## config.mk

```make
export PLATFORM = sky130hd
export DESIGN_NAME = csrc_top
export DESIGN_NICKNAME = d
export VERILOG_FILES = /design/src/csrc_pkg.sv /design/src/csrc_route.sv /design/src/csrc_top.sv
export SDC_FILE = /design/constraint.sdc
export NUM_CORES = 1
export LEC_CHECK = 0
export ABC_AREA = 1
export BUFFER_PORTS_ARGS = -buffer_cell sky130_fd_sc_hd__buf_2
export CAP_MARGIN = 20
export CORE_AREA = 2 2 99 101
export DETAILED_ROUTE_END_ITERATION = 7
export DIE_AREA = 0 0 101 103
export SYNTH_ARGS = -nofsm -noshare
export SYNTH_HDL_FRONTEND = slang
export SYNTH_SLANG_ARGS = --single-unit
```

## constraint.sdc

```tcl
create_clock -name clk_sys -period 1.8 [get_ports clk_sys]
set_clock_uncertainty 0.1 [all_clocks]
set_input_delay 0.45 -clock clk_sys [delete_from_list [all_inputs] [get_ports clk_sys]]
set_output_delay 0.45 -clock clk_sys [all_outputs]
set_load 0.02 [all_outputs]
```

## src/csrc_pkg.sv

```systemverilog
// Purpose: Shared constants and types for the clock source routing configuration block
// Assumes: Byte-wide registers on a 10-bit internal address bus
// Notes: Contract list below
// Contract
// - PLL power field resets to 01b, PLL powered down
// - Writing 00b to PLL power field turns PLL on
// - Oscillator divider field resets to 010b, divide by four
// - Routing bit 0 low feeds distribution through the divider
// - Routing bit 1 low selects external clock input as source
// - Staged values take effect only after host writes a value with bit 0 high to update
// - PLL control bit 7 sets phase-detector polarity, 1 negative
// - Default path: external input through divider, ratios 2 to 6
// - Divider path never divides by less than two
// - PLL on with external input powers oscillator off
// - Active-low chip reset restores every register default
`default_nettype none
package csrc_pkg;
  localparam logic [9:0] CSRC_ADDR_PLL = 10'h010;
  localparam logic [9:0] CSRC_ADDR_CAL = 10'h018;
  localparam logic [9:0] CSRC_ADDR_DIV = 10'h1e0;
  localparam logic [9:0] CSRC_ADDR_ROUTE = 10'h1e1;
  localparam logic [9:0] CSRC_ADDR_UPDATE = 10'h232;
  localparam logic [7:0] CSRC_RST_PLL = 8'h01;
  localparam logic [7:0] CSRC_RST_CAL = 8'h00;
  localparam logic [7:0] CSRC_RST_DIV = 8'h02;
  localparam logic [7:0] CSRC_RST_ROUTE = 8'h00;
  localparam logic [1:0] CSRC_PWR_ON = 2'h0;
  localparam int CSRC_POL_BIT = 7;
  localparam int CSRC_BYP_BIT = 0;
  localparam int CSRC_SRC_BIT = 1;
  localparam int CSRC_CAL_BIT = 0;
  localparam int CSRC_UPD_BIT = 0;
  localparam logic [2:0] CSRC_DIV_MIN = 3'h0;
  localparam logic [2:0] CSRC_DIV_MAX = 3'h4;
  localparam logic [2:0] CSRC_RATIO_OFS = 3'h2;
  typedef struct packed {
    logic [7:0] pll;
    logic [7:0] cal;
    logic [7:0] div;
    logic [7:0] route;
  } csrc_cfg_t;
  localparam csrc_cfg_t CSRC_CFG_RST = '{pll: CSRC_RST_PLL, cal: CSRC_RST_CAL,
                                         div: CSRC_RST_DIV, route: CSRC_RST_ROUTE};
  typedef struct packed {
    logic pll_on;
    logic osc_on;
    logic use_osc;
    logic bypass_div;
    logic pol_negative;
    logic cal_start;
    logic [2:0] div_ratio;
  } csrc_ctl_t;
endpackage
`default_nettype wire

```

## src/csrc_route.sv

```systemverilog
// Purpose: Decodes active configuration into routing and power controls
// Assumes: Input comes from active registers on the same clock
// Notes: Outputs are registered
`timescale 1ns/1ps
`default_nettype none
module csrc_route (
  input wire logic clk_sys,
  input wire logic rst_n,
  input wire csrc_pkg::csrc_cfg_t cfg,
  output csrc_pkg::csrc_ctl_t ctl
);
  csrc_pkg::csrc_ctl_t ctl_d;
  logic [2:0] sel;

  always_comb begin
    sel = cfg.div[2:0];
    // Codes past the last ratio clamp, so the path never exceeds divide by six
    if (sel > csrc_pkg::CSRC_DIV_MAX) begin
      sel = csrc_pkg::CSRC_DIV_MAX;
    end
    ctl_d.pll_on = (cfg.pll[1:0] == csrc_pkg::CSRC_PWR_ON);
    ctl_d.use_osc = cfg.route[csrc_pkg::CSRC_SRC_BIT];
    ctl_d.bypass_div = cfg.route[csrc_pkg::CSRC_BYP_BIT];
    // Oscillator stays dark unless it is the selected source
    ctl_d.osc_on = ctl_d.use_osc;
    ctl_d.pol_negative = cfg.pll[csrc_pkg::CSRC_POL_BIT];
    ctl_d.cal_start = cfg.cal[csrc_pkg::CSRC_CAL_BIT];
    ctl_d.div_ratio = sel + csrc_pkg::CSRC_RATIO_OFS;
  end

  always_ff @(posedge clk_sys or negedge rst_n) begin
    if (!rst_n) begin
      ctl <= '0;
      ctl.div_ratio <= 3'h4;
    end else begin
      ctl <= ctl_d;
    end
  end
endmodule
`default_nettype wire

```

## src/csrc_top.sv

```systemverilog
// Purpose: Staged and active configuration registers with update transfer
// Assumes: Serial port logic hands over byte writes and reads on clk_sys
// Notes: Reads return staged values; update reads as zero after self-clear
`timescale 1ns/1ps
`default_nettype none
module csrc_top (
  input wire logic clk_sys,
  input wire logic rst_n,
  input wire logic reg_wr,
  input wire logic reg_rd,
  input wire logic [9:0] reg_addr,
  input wire logic [7:0] reg_wdata,
  output logic [7:0] reg_rdata,
  output logic reg_rvalid,
  output csrc_pkg::csrc_cfg_t active_cfg,
  output csrc_pkg::csrc_ctl_t clk_ctl
);
  csrc_pkg::csrc_cfg_t stage_q;
  csrc_pkg::csrc_cfg_t active_q;
  logic update_q;
  logic upd_wr;

  ////////////////////////////////////////////////////////////////////////
  assign upd_wr = reg_wr && reg_addr == csrc_pkg::CSRC_ADDR_UPDATE
                  && reg_wdata[csrc_pkg::CSRC_UPD_BIT];

  // Staging registers; the device path sees none of this until update
  always_ff @(posedge clk_sys or negedge rst_n) begin
    if (!rst_n) begin
      stage_q <= csrc_pkg::CSRC_CFG_RST;
    end else if (reg_wr) begin
      case (reg_addr)
        csrc_pkg::CSRC_ADDR_PLL: stage_q.pll <= reg_wdata;
        csrc_pkg::CSRC_ADDR_CAL: stage_q.cal <= reg_wdata;
        csrc_pkg::CSRC_ADDR_DIV: stage_q.div <= reg_wdata;
        csrc_pkg::CSRC_ADDR_ROUTE: stage_q.route <= reg_wdata;
        default: stage_q <= stage_q;
      endcase
    end
  end

  // Update bit lives one cycle, then clears itself
  always_ff @(posedge clk_sys or negedge rst_n) begin
    if (!rst_n) begin
      update_q <= 1'b0;
    end else begin
      update_q <= upd_wr;
    end
  end

  always_ff @(posedge clk_sys or negedge rst_n) begin
    if (!rst_n) begin
      active_q <= csrc_pkg::CSRC_CFG_RST;
    end else if (update_q) begin
      active_q <= stage_q;
    end
  end
  assign active_cfg = active_q;

  ////////////////////////////////////////////////////////////////////////
  always_ff @(posedge clk_sys or negedge rst_n) begin
    if (!rst_n) begin
      reg_rdata <= 8'h00;
      reg_rvalid <= 1'b0;
    end else begin
      reg_rvalid <= reg_rd;
      if (reg_rd) begin
        case (reg_addr)
          csrc_pkg::CSRC_ADDR_PLL: reg_rdata <= stage_q.pll;
          csrc_pkg::CSRC_ADDR_CAL: reg_rdata <= stage_q.cal;
          csrc_pkg::CSRC_ADDR_DIV: reg_rdata <= stage_q.div;
          csrc_pkg::CSRC_ADDR_ROUTE: reg_rdata <= stage_q.route;
          csrc_pkg::CSRC_ADDR_UPDATE: reg_rdata <= {7'h00, update_q};
          default: reg_rdata <= 8'h00;
        endcase
      end
    end
  end

  csrc_route u_route (
    .clk_sys(clk_sys),
    .rst_n(rst_n),
    .cfg(active_q),
    .ctl(clk_ctl)
  );

  ////////////////////////////////////////////////////////////////////////
  // First edge after each reset release; defaults are checked there because
  // the disable condition hides the reset cycles themselves
  logic seen_q;
  always_ff @(posedge clk_sys or negedge rst_n) begin
    if (!rst_n) begin
      seen_q <= 1'b0;
    end else begin
      seen_q <= 1'b1;
    end
  end
endmodule
`default_nettype wire

```

After elaboration in Yosys (flattened, before gate mapping)
Index checks and enable logic that the tools add are counted.
- word-level logic and storage cells: 33
- input bits: 22
- register bits: 82
- output and inout port bits: 50
- magnitude comparators: 1
- equality and inequality tests: 5
- add/sub/neg operators: 1
- multiplexer cells: 2
- reduce and logical (&&, ||, !) cells: 7
- operator list (cell ; count):
    $pmux 8 s5 ; 1
    $eq 10x5->1 const B ; 2
    $eq 10x9->1 const B ; 2
    $eq 10x10->1 const B ; 1
    $reduce_and 2->1 ; 4
    $add 3x2->3 const B ; 1
    $gt 3x3->1 const B ; 1
    $mux 3 ; 1
    $logic_and 1x1->1 ; 2
    $logic_not 2->1 ; 1

Logic depth before layout (Yosys ltp)
- depth in word-level cells: 3
- depth in mapped cells: 10
- mapped depth without buffers: 10

Hierarchy
A second synthesis with hierarchy kept.
- cell total of the unflattened synthesis: 399
- area total of the unflattened synthesis: 3741.1 um^2
- by module, submodules not included (module ; cells each ; area an instance (um^2) ; instances ; seq. area each (um^2)):
    csrc_top ; 383 ; 3505.9 ; 1 ; 1856.8
    csrc_route ; 16 ; 235.2 ; 1 ; 201.4

Worst setup path before layout
Ideal clock, no wire load.
- kind: input -> register
- start: in reg_addr[2]
- end: reg stage_q[29] (netlist bit)
- setup time: 0.118 ns
- arrival: 1.226 ns
- setup slack: 0.356 ns
- required time: 1.582 ns
- stages: 7
- path buffers: 1
- path through: nor2_2 nand2_2 nor2_8 nand3_4 buf_6 nand2_1 o21ai_2
- word-level cells in the longest chain between the ends: 2
- ends and longest elaborated chain (item ; line ; text):
    from (decl) ; csrc_top.sv:11 ; input wire logic [9:0] reg_addr,
    $eq 10x5->1 ; csrc_top.sv:32 ; case (reg_addr)
    $reduce_and 2->1 (no line) ; -- ;
    to (signal assigned) ; csrc_top.sv:30 ; stage_q <= csrc_pkg::CSRC_CFG_RST;
    to (signal assigned) ; csrc_top.sv:37 ; default: stage_q <= stage_q;
    to (decl) ; csrc_top.sv:18 ; csrc_pkg::csrc_cfg_t stage_q;
No other way between the ends.
A chain may end at the register's enable or synchronous reset.

Worst setup path after layout
- start: reg active_q, in the netlist active_cfg[24]
- end: out active_cfg[24] (netlist bit)
- RTL lines (item ; line ; text):
    from (decl) ; csrc_top.sv:19 ; csrc_pkg::csrc_cfg_t active_q;
    from (signal assigned) ; csrc_top.sv:53 ; active_q <= csrc_pkg::CSRC_CFG_RST;
    from (signal assigned) ; csrc_top.sv:55 ; active_q <= stage_q;
    to (decl) ; csrc_top.sv:15 ; output csrc_pkg::csrc_cfg_t active_cfg,
No word-level cell between the ends.

==> results.ini <==
[power_and_ir_drop]
power_uw = 3440
power_frac_comb = 0.061
power.leakage_uw = 0.00246
power.net_switching_uw = 871
p_int_uw = 2570
p_per_area_nw_per_um2 = 778
power_frac_seq = 0.545
clkPwrFrac = 0.395
swShare = 0.253
ir_drop_v = 0.000300

[job]
cap_violations = 0

[cts]
clkLatencyLatePin_ns = 0.36
htree_num_levels = 3
post_cts.repair.setup_buffers = 0
cts.clk_slew.worst_paths_ns = 0.09
cts_sinks = 82
cts_made_buffers = 9
clk_path_buf_depth = 2
cts_tree = built
cts_root_buffer = clkbuf_8
cts_resized = 0
cts_hold_buf = 1

[setup_path]
startpoint = active_cfg[24]$_DFFE_PN1P_
crit_chain = buf_2
cp_max_fo = 3
r2r_slack_ns = 0.58
crit_end = active_cfg[24]
r2r_end = active_cfg[26]$_DFFE_PN0P_
cp.required_ns = 1.25
slowest_stage = dfstp_2
criticalPathCategory = reg -> out
start_kind = flop
worstPathArrival_ns = 1.08
cp_top_family = flip-flops
crit_cells = 1
cp-end-kind = output pin
max_stage_delay_ns = 0.56
reg2regPathDepth = 2
critPathBufInv = 1
r2r-start = update_q$_DFF_PN0_

[logic_synthesis]
synth_cells = 381
synth_top_family_by_area = simple AND/OR/NAND/NOR gates
yosysSeqAreaShare = 0.547
syn_avg_cell_area_um2 = 9.88
yosys.area_share.xor_xnor = 0
yosysUniqueCellTypes = 28
ys_warn_count = 0
synth_seq_cells = 82
synth_compound_area_frac = 0.0698
synth_nets = 403
synthMuxAreaShare = 0.0628
yosys.area_share.simple = 0.236
synth_fa_ha_area_frac = 0
synth.cell_area_um2 = 3760

[routing]
drc_errors = 0
vias = 2731
firstDrtPassIters = 4
wirelength_um = 8350
vias_per_cell = 4.77
antenna_left = 0
routedWlPerCell_um = 14.6
drt_iter0_drc = 90

[die]
ios = 72
start_util = 0.398
die_area_um2 = 10400
chipWidth_um = 101
die_h_um = 103
rows = 36
coreArea_um2 = 9460

[timing]
fin_setup_tns_ns = 0
grt_setup_unrepaired = no
setup-violations-final = 0
period_needed_ns = 1.63
post-route-period-util = 0.906
max_freq_ghz = 0.613
final_hold_viol_count = 0
maxSlewHeadroom = 0.740
final_max_slew_viol_count = 0
worst_pin_slew_ns = 0.389

[global_route]
gr-usage-all-layers = 0.176
grt_pass1_vias = 2687
antenna_found_initial = 0
overflow = 0
grt_max_degree = 35
grt_pass1_wl_um = 13800

[final_layout]
final_common_cell = nand2_1
stdcell_count = 573
diodes = 0
fin_util = 0.468
final_cell_mix = 89 x nand2_1, 77 x dfrtp_1, 70 x buf_2
syn_to_final_growth_pct = 17.5
final_nets = 476
drive_gt1_frac = 0.353

[place]
port_buffers = 71
dp.final_hpwl_um = 6240
gp_congestion = 0.814
dp_cells = 556

[hold_path]
min_path_type = in -> reg

[status]
status = completed

layer usage:
metal | share of wire | vias to the layer above | GRT usage
met2 | 0.46 | 66 | 0.268
met1 | 0.46 | 1278 | 0.238
met5 | 0 | - | 0
met3 | 0.044 | 18 | 0.0298
li1 | - | 1369 | -
met4 | 0.034 | 0 | 0.102
worst min-delay path by stage:
stage	depth (start not counted)	slack [ns]	start	endpoint
5_1_grt	1	0.14	reg_rd	reg_rvalid$_DFF_PN0_
4_1_cts	1	0.12	reg_rd	reg_rvalid$_DFF_PN0_
3_5_place_dp	0	0.28	active_cfg[16]$_DFFE_PN0P_	u_route.ctl[3]$_DFF_PN0_
6_report	1	0.13	reg_rd	reg_rvalid$_DFF_PN0_
2_1_floorplan	0	0.05	rst_n	active_cfg[0]$_DFFE_PN0P_
3_3_place_gp	0	0.27	active_cfg[31]$_DFFE_PN0P_	u_route.ctl[4]$_DFF_PN0_
cell type report:
| type | instances | area (um^2) |
|---|---|---|
| timing repair buffer | 79 | 445 |
| multi-input combinational | 232 | 1390 |
| clock buffer | 9 | 124 |
| inverter | 50 | 190 |
| fill | 934 | 5040 |
| tap | 114 | 143 |
| clock inverter | 7 | 76.3 |
| sequential | 82 | 2060 |
power groups by stage:
stage	clock network, uW	registers [uW]	logic (uW)
4_1_cts	1390	1870	214
6_report	1360	1870	209
3_3_place_gp	0	1910	208
2_1_floorplan	0	1910	89.7
5_1_grt	1460	1880	235
3_5_place_dp	0	1910	211
through the flow:
| stage | setup WS [ns] | hold WS (ns) | cell area [um^2] |
|---|---|---|---|
| after floorplan | 0.356 | 0.0544 | 3760 |
| after global placement | 0.136 | 0.273 | 4210 |
| after detailed placement | 0.115 | 0.278 | 4210 |
| after CTS | 0.155 | 0.121 | 4420 |
| after global routing | 0.127 | 0.142 | 4420 |
| final | 0.170 | 0.130 | 4420 |
synth_stat cells, drive strengths merged:
master,n,area (um^2)
buf,14,118
a21oi,9,45.0
clkbuf,3,11.3
nand3,21,148
mux2,21,236
o21ai,36,218
nand2,99,402
dfstp,5,131
inv,50,190
dfrtp,77,1930
nor3,1,5.00
nor2,28,211
nand4,17,121
logic make-up (layout without fill, tap and decap cells):
logic type / after synthesis / in the layout
AO/OA/AOI/OAI: 45 / 45
buffers and inverters: 67 / 145
flip-flops: 82 / 82
multiplexers: 21 / 21
AND/OR/NAND/NOR: 166 / 166
state kept, by name, summed over array words and instances, names as in the netlist:
register / cells
active_cfg: 32
reg_rvalid: 1
stage_q: 32
reg_rdata: 8
update_q: 1
u_route.ctl: 8
No activity file was read; power rests on OpenSTA's default activity.
